`src/dpc_pkg.sv`:
```
// Shared constants and types of the DPLL configuration register group.
// Assumes a byte-wide register map reached through 32-bit AXI4-Lite words.
package dpc_pkg;

  // Register indices; each index sits at byte address 4 * index
  localparam logic [9:0] IDX_BASE     = 10'h300;
  localparam logic [9:0] IDX_LAST     = 10'h31A;
  localparam logic [9:0] IDX_FRW      = 10'h300;
  localparam logic [9:0] IDX_XFER     = 10'h306;
  localparam logic [9:0] IDX_PULL_LO  = 10'h307;
  localparam logic [9:0] IDX_PULL_HI  = 10'h30A;
  localparam logic [9:0] IDX_OL_PHASE = 10'h30D;
  localparam logic [9:0] IDX_FIX_OFF  = 10'h30F;
  localparam logic [9:0] IDX_STEP     = 10'h314;
  localparam logic [9:0] IDX_SLEW     = 10'h316;
  localparam logic [9:0] IDX_HIST     = 10'h318;

  // Bank geometry and bit positions inside the flat byte vector
  localparam int unsigned NBYTES   = 27;
  localparam int unsigned POS_FRW  = 0;
  localparam int unsigned POS_XFER = 48;
  localparam int unsigned POS_PLO  = 56;
  localparam int unsigned POS_PHI  = 80;
  localparam int unsigned POS_OLP  = 104;
  localparam int unsigned POS_FIX  = 120;
  localparam int unsigned POS_STEP = 160;
  localparam int unsigned POS_SLEW = 176;
  localparam int unsigned POS_HIST = 192;
  localparam int unsigned XFER_BIT = 0;

  // Reset values
  localparam logic [47:0] RST_FRW  = 48'h000000000000;
  localparam logic [23:0] RST_PLO  = 24'h000000;
  localparam logic [23:0] RST_PHI  = 24'hFFFFFF;
  localparam logic [15:0] RST_OLP  = 16'h0000;
  localparam logic [39:0] RST_FIX  = 40'h0000000000;
  localparam logic [15:0] RST_STEP = 16'h03E8;
  localparam logic [15:0] RST_SLEW = 16'h0000;
  localparam logic [23:0] RST_HIST = 24'h007530;
  localparam logic [7:0]  RST_XFER = 8'h00;

  localparam logic [8*NBYTES-1:0] RST_BANK = {RST_HIST, RST_SLEW, RST_STEP, RST_FIX,
                                              RST_OLP, RST_PHI, RST_PLO, RST_XFER, RST_FRW};
  // Writable bits per byte; the transfer byte stores nothing
  localparam logic [8*NBYTES-1:0] WMASK_BANK = {{20{8'hFF}}, 8'h00, {6{8'hFF}}};

  // AXI4-Lite
  localparam int unsigned ADDR_W      = 12;
  localparam logic [1:0]  RESP_OKAY   = 2'h0;
  localparam logic [1:0]  RESP_SLVERR = 2'h2;

  // Configuration fields handed to the loop datapath
  typedef struct packed {
    logic [23:0] pull_lo;
    logic [23:0] pull_hi;
    logic [15:0] ol_phase;
    logic [39:0] fix_off;
    logic [15:0] step;
    logic [15:0] slew;
    logic [23:0] hist_timer;
  } dpc_cfg_t;

endpackage : dpc_pkg

```
`src/dpc_byte_bank.sv`:
```
// Byte-wide register storage with per-byte reset and write masks.
// Assumes one write port and one read port on the same clock.
`timescale 1ns/10ps
`default_nettype none
module dpc_byte_bank #(
  parameter int unsigned           N     = 27,
  parameter logic [8*N-1:0]        RST   = '0,
  parameter logic [8*N-1:0]        WMASK = '1
) (
  // Clock and reset
  input  wire logic           aclk,
  input  wire logic           aresetn,
  // Write port
  input  wire logic           we,
  input  wire logic [4:0]     waddr,
  input  wire logic [7:0]     wdata,
  // Read port
  input  wire logic           re,
  input  wire logic [4:0]     raddr,
  output var  logic [7:0]     rdata_q,
  // All bytes in parallel
  output var  logic [8*N-1:0] bytes_q
);

  logic [7:0] rdata_d;

  // One flop byte per entry; masked bits stay zero
  for (genvar gi = 0; gi < N; gi++) begin : g_byte
    logic [7:0] d;
    logic [7:0] q;
    always_comb begin
      d = q;
      if (we && (waddr == 5'(gi))) begin
        d = wdata & WMASK[gi*8 +: 8];
      end
    end
    always_ff @(posedge aclk) begin
      if (!aresetn) begin
        q <= RST[gi*8 +: 8];
      end else begin
        q <= d;
      end
    end
    assign bytes_q[gi*8 +: 8] = q;
  end

  // Read mux; an index beyond the bank reads zero
  always_comb begin
    rdata_d = rdata_q;
    if (re) begin
      rdata_d = 8'h00;
      if (32'(raddr) < N) begin
        rdata_d = bytes_q[8*raddr +: 8];
      end
    end
  end

  always_ff @(posedge aclk) begin
    if (!aresetn) begin
      rdata_q <= 8'h00;
    end else begin
      rdata_q <= rdata_d;
    end
  end

endmodule : dpc_byte_bank
`default_nettype wire

```
`src/dpc_dpll_cfg.sv`:
```
// DPLL configuration register group with an AXI4-Lite slave port.
// Assumes loop-side inputs come from logic on aclk; software is the only writer.
`timescale 1ns/10ps
`default_nettype none
module dpc_dpll_cfg (
  // Clock and reset
  input  wire logic                          aclk,
  input  wire logic                          aresetn,
  // AXI4-Lite write address and data
  input  wire logic [dpc_pkg::ADDR_W-1:0]    s_axi_awaddr,
  input  wire logic [2:0]                    s_axi_awprot,
  input  wire logic                          s_axi_awvalid,
  output var  logic                          s_axi_awready,
  input  wire logic [31:0]                   s_axi_wdata,
  input  wire logic [3:0]                    s_axi_wstrb,
  input  wire logic                          s_axi_wvalid,
  output var  logic                          s_axi_wready,
  // AXI4-Lite write response
  output var  logic [1:0]                    s_axi_bresp,
  output var  logic                          s_axi_bvalid,
  input  wire logic                          s_axi_bready,
  // AXI4-Lite read
  input  wire logic [dpc_pkg::ADDR_W-1:0]    s_axi_araddr,
  input  wire logic [2:0]                    s_axi_arprot,
  input  wire logic                          s_axi_arvalid,
  output var  logic                          s_axi_arready,
  output var  logic [31:0]                   s_axi_rdata,
  output var  logic [1:0]                    s_axi_rresp,
  output var  logic                          s_axi_rvalid,
  input  wire logic                          s_axi_rready,
  // Loop state from the DPLL datapath
  input  wire logic                          loop_free_run,
  input  wire logic                          holdover_start,
  input  wire logic                          hist_valid,
  input  wire logic [47:0]                   hist_tw,
  input  wire logic                          fallback_last,
  input  wire logic [47:0]                   last_tw,
  // Settings toward the DPLL datapath
  output var  logic [47:0]                   free_run_tw,
  output var  logic [47:0]                   active_tw_q,
  output var  logic [47:0]                   holdover_tw_q,
  output var  logic                          slew_en_q,
  output var  dpc_pkg::dpc_cfg_t             cfg
);

  // Address decode helpers
  function automatic logic idx_mapped(input logic [dpc_pkg::ADDR_W-1:0] a);
    logic [9:0] idx;
    idx = a[11:2];
    return (a[1:0] == 2'h0) && (idx >= dpc_pkg::IDX_BASE) && (idx <= dpc_pkg::IDX_LAST);
  endfunction : idx_mapped

  function automatic logic [4:0] idx_local(input logic [dpc_pkg::ADDR_W-1:0] a);
    logic [9:0] off;
    off = a[11:2] - dpc_pkg::IDX_BASE;
    return idx_mapped(a) ? off[4:0] : 5'h1F;
  endfunction : idx_local

  // Write channel state
  logic                         awready_q, awready_d;
  logic                         wready_q, wready_d;
  logic                         aw_have_q, aw_have_d;
  logic                         w_have_q, w_have_d;
  logic [dpc_pkg::ADDR_W-1:0]   awaddr_q, awaddr_d;
  logic [7:0]                   wbyte_q, wbyte_d;
  logic                         wlane_q, wlane_d;
  logic                         bvalid_q, bvalid_d;
  logic [1:0]                   bresp_q, bresp_d;
  logic                         aw_take, w_take, do_wr, wr_hit, xfer_hit;

  // Read channel state
  logic                         arready_q, arready_d;
  logic                         rvalid_q, rvalid_d;
  logic [1:0]                   rresp_q, rresp_d;
  logic                         ar_take;
  logic [7:0]                   bank_rdata;
  logic [8*dpc_pkg::NBYTES-1:0] bank_bytes;

  // Tuning word state
  logic [47:0]                  active_tw_d, holdover_tw_d;
  logic                         slew_en_d;

  // Write handshakes: address and data taken in either order
  always_comb begin
    aw_take   = s_axi_awvalid && awready_q;
    w_take    = s_axi_wvalid && wready_q;
    do_wr     = aw_have_q && w_have_q && !bvalid_q;
    wr_hit    = do_wr && idx_mapped(awaddr_q) && wlane_q;
    xfer_hit  = wr_hit && (awaddr_q[11:2] == dpc_pkg::IDX_XFER) && wbyte_q[dpc_pkg::XFER_BIT];
    aw_have_d = aw_have_q;
    w_have_d  = w_have_q;
    awaddr_d  = awaddr_q;
    wbyte_d   = wbyte_q;
    wlane_d   = wlane_q;
    bvalid_d  = bvalid_q;
    bresp_d   = bresp_q;
    if (aw_take) begin
      aw_have_d = 1'b1;
      awaddr_d  = s_axi_awaddr;
    end
    if (w_take) begin
      w_have_d = 1'b1;
      wbyte_d  = s_axi_wdata[7:0];     // Upper lanes dropped
      wlane_d  = s_axi_wstrb[0];
    end
    if (do_wr) begin
      aw_have_d = 1'b0;
      w_have_d  = 1'b0;
      bvalid_d  = 1'b1;
      bresp_d   = idx_mapped(awaddr_q) ? dpc_pkg::RESP_OKAY : dpc_pkg::RESP_SLVERR;
    end else if (bvalid_q && s_axi_bready) begin
      bvalid_d = 1'b0;
    end
    awready_d = !aw_have_d && !bvalid_d;
    wready_d  = !w_have_d && !bvalid_d;
  end

  always_ff @(posedge aclk) begin
    if (!aresetn) begin
      awready_q <= 1'b1;
      wready_q  <= 1'b1;
      aw_have_q <= 1'b0;
      w_have_q  <= 1'b0;
      awaddr_q  <= '0;
      wbyte_q   <= 8'h00;
      wlane_q   <= 1'b0;
      bvalid_q  <= 1'b0;
      bresp_q   <= dpc_pkg::RESP_OKAY;
    end else begin
      awready_q <= awready_d;
      wready_q  <= wready_d;
      aw_have_q <= aw_have_d;
      w_have_q  <= w_have_d;
      awaddr_q  <= awaddr_d;
      wbyte_q   <= wbyte_d;
      wlane_q   <= wlane_d;
      bvalid_q  <= bvalid_d;
      bresp_q   <= bresp_d;
    end
  end

  // Read handshake: one read under way, data from the bank's register
  always_comb begin
    ar_take  = s_axi_arvalid && arready_q;
    rvalid_d = rvalid_q;
    rresp_d  = rresp_q;
    if (ar_take) begin
      rvalid_d = 1'b1;
      rresp_d  = idx_mapped(s_axi_araddr) ? dpc_pkg::RESP_OKAY : dpc_pkg::RESP_SLVERR;
    end else if (rvalid_q && s_axi_rready) begin
      rvalid_d = 1'b0;
    end
    arready_d = !rvalid_d;
  end

  always_ff @(posedge aclk) begin
    if (!aresetn) begin
      arready_q <= 1'b1;
      rvalid_q  <= 1'b0;
      rresp_q   <= dpc_pkg::RESP_OKAY;
    end else begin
      arready_q <= arready_d;
      rvalid_q  <= rvalid_d;
      rresp_q   <= rresp_d;
    end
  end

  // Byte storage; the transfer byte has no writable bits
  dpc_byte_bank #(
    .N     (dpc_pkg::NBYTES),
    .RST   (dpc_pkg::RST_BANK),
    .WMASK (dpc_pkg::WMASK_BANK)
  ) u_bank (
    .aclk    (aclk),
    .aresetn (aresetn),
    .we      (wr_hit),
    .waddr   (idx_local(awaddr_q)),
    .wdata   (wbyte_q),
    .re      (ar_take),
    .raddr   (idx_local(s_axi_araddr)),
    .rdata_q (bank_rdata),
    .bytes_q (bank_bytes)
  );

  // Bus outputs straight from flops
  assign s_axi_awready = awready_q;
  assign s_axi_wready  = wready_q;
  assign s_axi_bvalid  = bvalid_q;
  assign s_axi_bresp   = bresp_q;
  assign s_axi_arready = arready_q;
  assign s_axi_rvalid  = rvalid_q;
  assign s_axi_rresp   = rresp_q;
  assign s_axi_rdata   = {24'h000000, bank_rdata};

  // Field views of the bank, least significant byte at the lowest index
  always_comb begin
    free_run_tw    = bank_bytes[dpc_pkg::POS_FRW +: 48];
    cfg.pull_lo    = bank_bytes[dpc_pkg::POS_PLO +: 24];
    cfg.pull_hi    = bank_bytes[dpc_pkg::POS_PHI +: 24];
    cfg.ol_phase   = bank_bytes[dpc_pkg::POS_OLP +: 16];
    cfg.fix_off    = bank_bytes[dpc_pkg::POS_FIX +: 40];
    cfg.step       = bank_bytes[dpc_pkg::POS_STEP +: 16];
    cfg.slew       = bank_bytes[dpc_pkg::POS_SLEW +: 16];
    cfg.hist_timer = bank_bytes[dpc_pkg::POS_HIST +: 24];
  end

  // Tuning word holding register, holdover source and slew enable
  always_comb begin
    active_tw_d   = active_tw_q;
    holdover_tw_d = holdover_tw_q;
    if (xfer_hit || loop_free_run) begin
      active_tw_d = free_run_tw;
    end
    if (holdover_start) begin
      if (hist_valid) begin
        holdover_tw_d = hist_tw;
      end else if (fallback_last) begin
        holdover_tw_d = last_tw;
      end else begin
        holdover_tw_d = free_run_tw;
      end
    end
    slew_en_d = (cfg.slew != 16'h0000);
  end

  always_ff @(posedge aclk) begin
    if (!aresetn) begin
      active_tw_q   <= dpc_pkg::RST_FRW;
      holdover_tw_q <= dpc_pkg::RST_FRW;
      slew_en_q     <= 1'b0;
    end else begin
      active_tw_q   <= active_tw_d;
      holdover_tw_q <= holdover_tw_d;
      slew_en_q     <= slew_en_d;
    end
  end

  // Checks on the register group
  a_xfer_copies_word: assert property (@(posedge aclk) disable iff (!aresetn)
    xfer_hit |=> (active_tw_q == $past(free_run_tw)))
    else $error("transfer did not load the holding register");

  a_xfer_reads_zero: assert property (@(posedge aclk) disable iff (!aresetn)
    xfer_hit |=> ##1 (bank_bytes[dpc_pkg::POS_XFER +: 8] == 8'h00))
    else $error("transfer bit held after write");

  a_freerun_follows: assert property (@(posedge aclk) disable iff (!aresetn)
    (loop_free_run && !xfer_hit) |=> (active_tw_q == $past(free_run_tw)))
    else $error("free-run word not applied in free-run mode");

  a_hold_keeps_word: assert property (@(posedge aclk) disable iff (!aresetn)
    (!loop_free_run && !xfer_hit) |=> $stable(active_tw_q))
    else $error("holding register changed without transfer");

  a_reset_tw_zero: assert property (@(posedge aclk) disable iff (!aresetn)
    $rose(aresetn) |-> (free_run_tw == 48'h000000000000) && (active_tw_q == 48'h000000000000))
    else $error("tuning word not zero after reset");

  a_reset_limits: assert property (@(posedge aclk) disable iff (!aresetn)
    $rose(aresetn) |-> (cfg.pull_lo == 24'h000000) && (cfg.pull_hi == 24'hFFFFFF))
    else $error("pull-in limits wrong after reset");

  a_reset_step_hist: assert property (@(posedge aclk) disable iff (!aresetn)
    $rose(aresetn) |-> (cfg.step == 16'h03E8) && (cfg.hist_timer == 24'h007530))
    else $error("step size or history timer wrong after reset");

  a_slew_disable: assert property (@(posedge aclk) disable iff (!aresetn)
    (cfg.slew == 16'h0000) |=> !slew_en_q)
    else $error("slew limiting enabled with zero limit");

  a_holdover_source: assert property (@(posedge aclk) disable iff (!aresetn)
    (holdover_start && !hist_valid && !fallback_last) |=> (holdover_tw_q == $past(free_run_tw)))
    else $error("holdover did not take the free-run word");

  a_unused_bits_zero: assert property (@(posedge aclk) disable iff (!aresetn)
    s_axi_rvalid |-> (s_axi_rdata[31:8] == 24'h000000))
    else $error("unused read bits not zero");

  a_write_answer: assert property (@(posedge aclk) disable iff (!aresetn)
    (aw_have_q && w_have_q && !bvalid_q) |=> s_axi_bvalid)
    else $error("write response missing");

  // Main scenarios
  c_transfer: cover property (@(posedge aclk) disable iff (!aresetn) xfer_hit);
  c_free_run: cover property (@(posedge aclk) disable iff (!aresetn)
    loop_free_run && wr_hit);
  c_holdover: cover property (@(posedge aclk) disable iff (!aresetn)
    holdover_start && !hist_valid);
  c_unmapped: cover property (@(posedge aclk) disable iff (!aresetn)
    s_axi_rvalid && (s_axi_rresp == dpc_pkg::RESP_SLVERR));

endmodule : dpc_dpll_cfg
`default_nettype wire

```
`config.mk`:
```
export PLATFORM = sky130hd
export DESIGN_NAME = dpc_dpll_cfg
export DESIGN_NICKNAME = d
export VERILOG_FILES = /design/src/dpc_pkg.sv /design/src/dpc_byte_bank.sv /design/src/dpc_dpll_cfg.sv
export SDC_FILE = /design/constraint.sdc
export NUM_CORES = 1
export LEC_CHECK = 0
export BUFFER_PORTS_ARGS = -buffer_cell sky130_fd_sc_hd__buf_4
export CORE_AREA = 3 3 201 203
export CTS_CLUSTER_DIAMETER = 100
export DETAILED_ROUTE_END_ITERATION = 7
export DIE_AREA = 0 0 204 206
export GPL_TIMING_DRIVEN = 0
export PLACE_DENSITY = 0.81
export SYNTH_ARGS = -nofsm -noshare
export SYNTH_HDL_FRONTEND = slang
export SYNTH_SLANG_ARGS = --single-unit
```
`constraint.sdc`:
```
create_clock -name aclk -period 2.4 [get_ports aclk]
set_clock_uncertainty 0.15 [all_clocks]
set_input_delay 0.36 -clock aclk [delete_from_list [all_inputs] [get_ports aclk]]
set_output_delay 0.36 -clock aclk [all_outputs]
set_load 0.005 [all_outputs]
```
After elaboration in Yosys (flattened, before gate mapping) --
Index checks and enable logic that the tools add are counted.
Word-level totals: register bits 345, logic and storage cells 144
Operators by class: magnitude comparators 5, reduce and logical (&&, ||, !) cells 53, muxes and demuxes 15, $add $sub $neg 2, shifts and indexed selects 1, equal/unequal tests 26
Operators with widths (count):
- indexed part select 216 x 9 -> 8 bit | 1
- two-way mux 48 bit | 2
- equality test 5 bit (second input constant) | 11
- logical AND 1 bit | 43
- equality test 5 x 4 -> 1 bit (second input constant) | 8
- greater-or-equal comparator 10 bit (second input constant) | 2
- <= comparator 10 bit (second input constant) | 2
- nonzero test 16 bit | 1
- equality test 5 x 3 -> 1 bit (second input constant) | 3
- equality test 10 bit (second input constant) | 1
- equality test 5 x 2 -> 1 bit (second input constant) | 2
- two-way mux 5 bit | 2
- subtractor 5 x 1 -> 5 bit (second input constant) | 2
- two-way mux 1 bit | 8
- two-way mux 8 bit | 1
- equality test 5 x 1 -> 1 bit (second input constant) | 1
- zero test 1 bit | 5
- zero test 5 bit | 1
- < comparator 5 bit (second input constant) | 1
- zero test 2 bit | 2
- two-way mux 2 bit | 2
- logical OR 1 bit | 1

Logic depth before layout (Yosys ltp) --
word-level depth 8, depth in mapped cells 10, mapped depth without buffers 6

By module --
Synthesis repeated with hierarchy kept, for this count alone.
Unflattened totals: cell total of the unflattened synthesis 2012, area, all modules 17167.7 sq um
By module, submodules not included:
- dpc_byte_bank | seq. area each 4324.1 sq um, area each 10298.6 sq um, cells each 1178, times used 1
- dpc_dpll_cfg | seq. area each 2542.4 sq um, area each 6869.1 sq um, cells each 834, times used 1

Least setup slack after synthesis --
No wires, ideal clock.
path kind in2reg, from input s_axi_araddr[8] (netlist bit), to register u_bank.rdata_q[7], required time 2.133 ns, slack 0.058 ns, library setup time 0.117 ns, arrival time 2.075 ns, stages on the path 7, cell sequence or3_4 -> buf_6 -> or4_4 -> buf_6 -> a211oi_1 -> o311ai_1 -> a32o_1
On the way: cells in the longest elaborated chain, start to end 6, elaborated cells on any way between the ends 8, classes of those cells order compare (3); shift (1); mux (2); reduce/logical (2)
Ends and longest elaborated chain:
- start: declaration | line dpc_dpll_cfg.sv:23 | input wire logic [dpc_pkg::ADDR_W-1:0] s_axi_araddr,
- greater-or-equal comparator 10 bit | line dpc_dpll_cfg.sv:50 | return (a[1:0] == 2'h0) && (idx >= dpc_pkg::IDX_BASE) && (idx <= dpc_pkg::IDX_LAST);
- logical AND 1 bit | line dpc_dpll_cfg.sv:50
- logical AND 1 bit (*) | line dpc_dpll_cfg.sv:50
- two-way mux 5 bit (*) | line dpc_dpll_cfg.sv:56 | return idx_mapped(a) ? off[4:0] : 5'h1F;
- indexed part select 216 x 9 -> 8 bit / < comparator 5 bit (equally long branches) | line dpc_byte_bank.sv:53, dpc_byte_bank.sv:52
- two-way mux 8 bit (*) | line dpc_byte_bank.sv:52 | if (32'(raddr) < N) begin
- end signal: assignment | line dpc_byte_bank.sv:62 | rdata_q <= rdata_d;
- end: declaration | line dpc_byte_bank.sv:20 | output var logic [7:0] rdata_q,
Mark *: on every way between the ends. The rest lies on a longest branch, timed or not. A chain may end at the register's enable or synchronous reset.

Final worst setup path --
from register awaddr_q[7] (netlist bit), to register active_tw_q[36]
On the way: cells in the longest elaborated chain, start to end 8, elaborated cells on any way between the ends 10, classes of those cells order compare (2); eq/ne (1); reduce/logical (7)
Ends and longest elaborated chain:
- start: declaration | line dpc_dpll_cfg.sv:64 | logic [dpc_pkg::ADDR_W-1:0] awaddr_q, awaddr_d;
- start signal: assignment | line dpc_dpll_cfg.sv:134 | awaddr_q <= awaddr_d;
- greater-or-equal comparator 10 bit | line dpc_dpll_cfg.sv:50
- logical AND 1 bit (2 in a row) | line dpc_dpll_cfg.sv:50
- logical AND 1 bit (2 in a row) | line dpc_dpll_cfg.sv:88 | wr_hit = do_wr && idx_mapped(awaddr_q) && wlane_q;
- logical AND 1 bit (*) (2 in a row) | line dpc_dpll_cfg.sv:89 | xfer_hit = wr_hit && (awaddr_q[11:2] == dpc_pkg::IDX_XFER) && wbyte_q[dpc_pkg::XFER_BIT];
- logical OR 1 bit (*) | line dpc_dpll_cfg.sv:211 | if (xfer_hit || loop_free_run) begin
- end signal: assignment | line dpc_dpll_cfg.sv:228 | active_tw_q <= dpc_pkg::RST_FRW;
- end signal: assignment | line dpc_dpll_cfg.sv:232 | active_tw_q <= active_tw_d;
- end: declaration | line dpc_dpll_cfg.sv:40 | output var logic [47:0] active_tw_q,
Marked as above.

==> results.py <==
metrics = {
    "routing": {
        "avgViaCountPerCell": 5.78,
        "drt_iter0_markers": 1583,
        "drcViolationCount": 0,
        "totalWireLength_microns": 72500,
        "wl_per_cell_microns": 25.2,
        "drt.antenna.violating_nets": 0,
        "vias": 16600,
        "drt_pre_antenna_iters": 7,
    },
    "synthesis": {
        "seq_total_area_yosys_pct": 43.7,
        "ys.flop_type": "dfxtp_1",
        "postSynthCellCount": 1761,
        "synth.ff_latch_count": 343,
        "cell_accounting_for_the_most_synthesized_area": "dfxtp_1",
        "synth_area_per_cell_sq_um": 8.92,
        "synth_warnings": 0,
        "yosysMostFrequentCell": "dfxtp_1",
        "post-synth-top-area-fraction_pct": 43.7,
        "synth_simple_gate_area_share_pct": 18.8,
        "synth.cell_area_sq_um": 15700,
        "yosys.area_share.adder_pct": 0,
        "synth-xor-area-share_pct": 0,
        "dominant_combinational_cell_family_by_area_after_synthesis": "multiplexers",
        "synth.top_cells.by_area": "dfxtp_1 (44%), mux2i_1 (21%), nor2_1 (5.9%), nand2_1 (5.5%), o21ai_0 (3.5%)",
        "synth-compound-area-share_pct": 10.4,
        "synthArstFlopShare_pct": 0,
        "synth.top_cells.by_count": "dfxtp_1 (343), mux2i_1 (335), nor2_1 (245)",
        "post_synth_mux_area_share_pct": 21.7,
        "synth_enable_flop_cells": 0,
        "netlist-cell-type-count": 71,
    },
    "hold_path": {
        "holdCritStartpoint": "s_axi_rready",
        "hp-class": "in -> reg",
        "worst_hold_path.endpoint": "s_axi_rvalid",
        "min_delay_path_depth": 3,
    },
    "worst_setup_path": {
        "critPathMostFrequentCell": "nor4b_4",
        "worst-path-buf-inv": 3,
        "critical-path-slowest-cell": "nor4b_4",
        "reg2reg_from": "awaddr_q[7]",
        "critPathTopFamily": "simple AND/OR/NAND/NOR gates",
        "critPathMaxFanout": 7,
        "worstSetupStartpointType": "flip-flop",
        "worstSetupEndpointType": "flip-flop",
        "critPathKind": "reg -> reg",
        "r2r_setup_slack_ns": -0.14,
        "cp_data_required_time_ns": 2.65,
        "rr_worst_depth": 9,
        "worst-endpoint-arrival_ns": 2.79,
        "critical_path.max_stage_delay_ns": 0.38,
        "crit-reg2reg-capture": "active_tw_q[36]",
        "cp_cell_sequence": "nor4b_4, and3b_2, nor4b_4, buf_6, a41oi_4, clkbuf_16, buf_16, nand3_2, o21ai_1",
    },
    "pwr": {
        "p_sw_share_pct": 24.8,
        "power.share.clock_pct": 46.8,
        "pwr_density_cell_nw_per_um2": 598,
        "power_leakage_nw": 10.9,
        "power_report.internal_total_mw": 10.1,
        "power.ir.vdd_worst_mv": 0.455,
        "total_switching_power_mw": 3.35,
        "p_total_mw": 13.5,
        "share_seq_of_total_power_pct": 43.3,
        "combPwrFrac_pct": 9.9,
    },
    "global_route": {
        "grt_start_max_net_pins": 13,
        "antenna_violations_before_repair": 2,
        "number_of_global_route_vias_before_repair": 15900,
        "gr_overflow_total": 0,
        "first_pass_grt_wire_length_microns": 102000,
        "grt_usage_pct": 32.2,
    },
    "die": {
        "core_area_sq_um": 38600,
        "io_pins": 519,
        "initial_core_util_pct": 40.6,
        "die-width_microns": 204,
        "die_height_microns": 206,
        "die_area_sq_um": 42000,
        "std_cell_rows": 72,
    },
    "placement": {
        "portBuffers": 453,
        "number_of_placed_instances_taps_included": 2757,
        "post_dp_hpwl_microns": 54700,
        "finalWeightedCongestion": 0.982,
    },
    "timing": {
        "max_slew.worst_pin.slew_ns": 1.00,
        "fin_crit_ns": 2.54,
        "max_freq_mhz": 394,
        "timing.final.ws_setup_ns": -0.139,
        "endpoints_failing_setup": 96,
        "final.period_utilization_pct": 106,
        "unrepaired_setup_endpoints_after_global_routing": "yes",
        "final_hold_viol_count": 0,
        "maxSlewHeadroom_pct": 33.2,
        "slew_viol_final": 0,
    },
    "outcome": {
        "outcome": "finished with violations",
        "violations": "negative setup slack",
    },
    "final_layout": {
        "final-instance-count-excl-fill": 2879,
        "area.growth.synth_to_final_pct": 43.5,
        "utilization_pct": 58.3,
        "filler_cell_count": 3287,
        "finish.net_count": 2506,
        "drive_gt1_share_pct": 31.4,
    },
    "clocking": {
        "clock_pin_slew_worst_setup_and_hold_paths_ns": 0.06,
        "tritoncts_clock_tree": "yes",
        "max-clock-path-buffers": 3,
        "clk_root_buffer_cell": "clkbuf_16",
        "worstSkewPairLatency_ns": 0.54,
        "cts_max_level": 2,
        "tritoncts_num_sinks": 343,
        "cts_inserted_buffers": 39,
    },
    "run": {
        "cap_viol_max_count": 0,
    },
}
[through the flow]
step / setup TNS, ns / cell area, sq um / setup WS [ns] / hold slack (ns)
finish: -5.33 / 22500 / -0.139 / 0.0195
global route: -13.36 / 22500 / -0.200 / 0.0315
CTS: -12.91 / 22200 / -0.138 / 0.00817
detailed placement: -121.20 / 19800 / -0.977 / 0.301
global placement: -120.70 / 19800 / -1.09 / 0.288
floorplan: 0 / 15800 / 0.0578 / 0.281
[timing repair]
action | in CTS | in global routing
buffers inserted | 18 | 8
setup endpoints to repair | 264 | 254
hold buffers | 23 | 0
pin swaps | 40 | 16
endpoints found under the hold margin | 21 | 0
gates resized for setup | 166 | 53
gates cloned | 5 | 1
[power groups by stage]
stage | Clock (mW) | Combinational, mW | Sequential, mW
floorplan | 0 | 0.613 | 5.95
global placement | 0 | 1.14 | 5.95
detailed placement | 0 | 1.16 | 5.96
CTS | 6.35 | 1.27 | 5.83
global route | 6.58 | 1.41 | 5.84
finish | 6.30 | 1.33 | 5.84
[registers in the layout, indices dropped and copies added, names as in the netlist, 8 cells and up]
name,count
active_tw_q,48
awaddr_q,12
holdover_tw_q,48
u_bank.g_byte.q,208
u_bank.rdata_q,8
wbyte_q,8
[area by class of cell]
class	count	area (sq um)	share of cell area [%]
Antenna cell	1	2.50	0.0111
Buffer	167	895	3.97
Clock buffer	56	1130	5.01
Clock inverter	12	213	0.944
Inverter	9	33.8	0.150
Multi-Input combinational cell	1265	8740	38.8
Sequential cell	343	6870	30.5
Tap cell	518	648	2.88
Timing Repair Buffer	508	4000	17.8
[worst max path at each step]
stage                          from                endpoint  cells after the start  slack (ns)
floorplan           s_axi_araddr[8]       u_bank.rdata_q[7]                      7        0.06
global placement    s_axi_araddr[3]       u_bank.rdata_q[0]                      7       -1.09
detailed placement  s_axi_araddr[3]       u_bank.rdata_q[0]                      7       -0.98
CTS                     awaddr_q[9]  u_bank.g_byte[24].q[7]                      7       -0.14
global route            awaddr_q[7]         active_tw_q[36]                      9       -0.20
finish                  awaddr_q[7]         active_tw_q[36]                      9       -0.14
[worst min-delay path, cell delays in order]
cell	delay, ns
buf_4	0.08
o21ai_0	0.06
and2_1	0.16
[cells by family after synthesis]
family | after synthesis
buffers and inverters | 178
AND/OR/NAND/NOR | 646
flip-flops | 343
AO/OA/AOI/OAI | 253
multiplexers | 340
other | 1
[placed cells by master, fill, tap and decap left out, types with 6 or more instances in the layout]
cell and count:
dlygate4sd3_1 23, nor4_1 6, nand3_4 21, buf_2 13, nand3_1 23, nand3_2 48, clkbuf_1 94, a22oi_1 14
buf_1 13, nor3_1 16, conb_1 26, mux2i_1 333, o21ai_1 38, o31ai_1 7, clkbuf_8 11, nor2b_1 8
clkbuf_2 11, a21oi_1 42, inv_1 9, clkbuf_16 40, o21ai_0 65, nor2_1 245, and3_1 6, nor4_4 7
o21ai_2 8, buf_6 17, nand2_1 232, buf_4 499, dfxtp_1 339, a221o_1 6, a32oi_1 6, a211oi_1 8
[per-layer routing]
metal | track usage, % | wire (microns) | vias up
met2 | 52.9 | 33300 | 1168
met1 | 38.5 | 26500 | 7942
met5 | 0 | 13 | -
met4 | 17.3 | 4550 | 2
li1 | - | - | 7262
met3 | 8.80 | 8060 | 272
(Power assumes the default switching activity.)
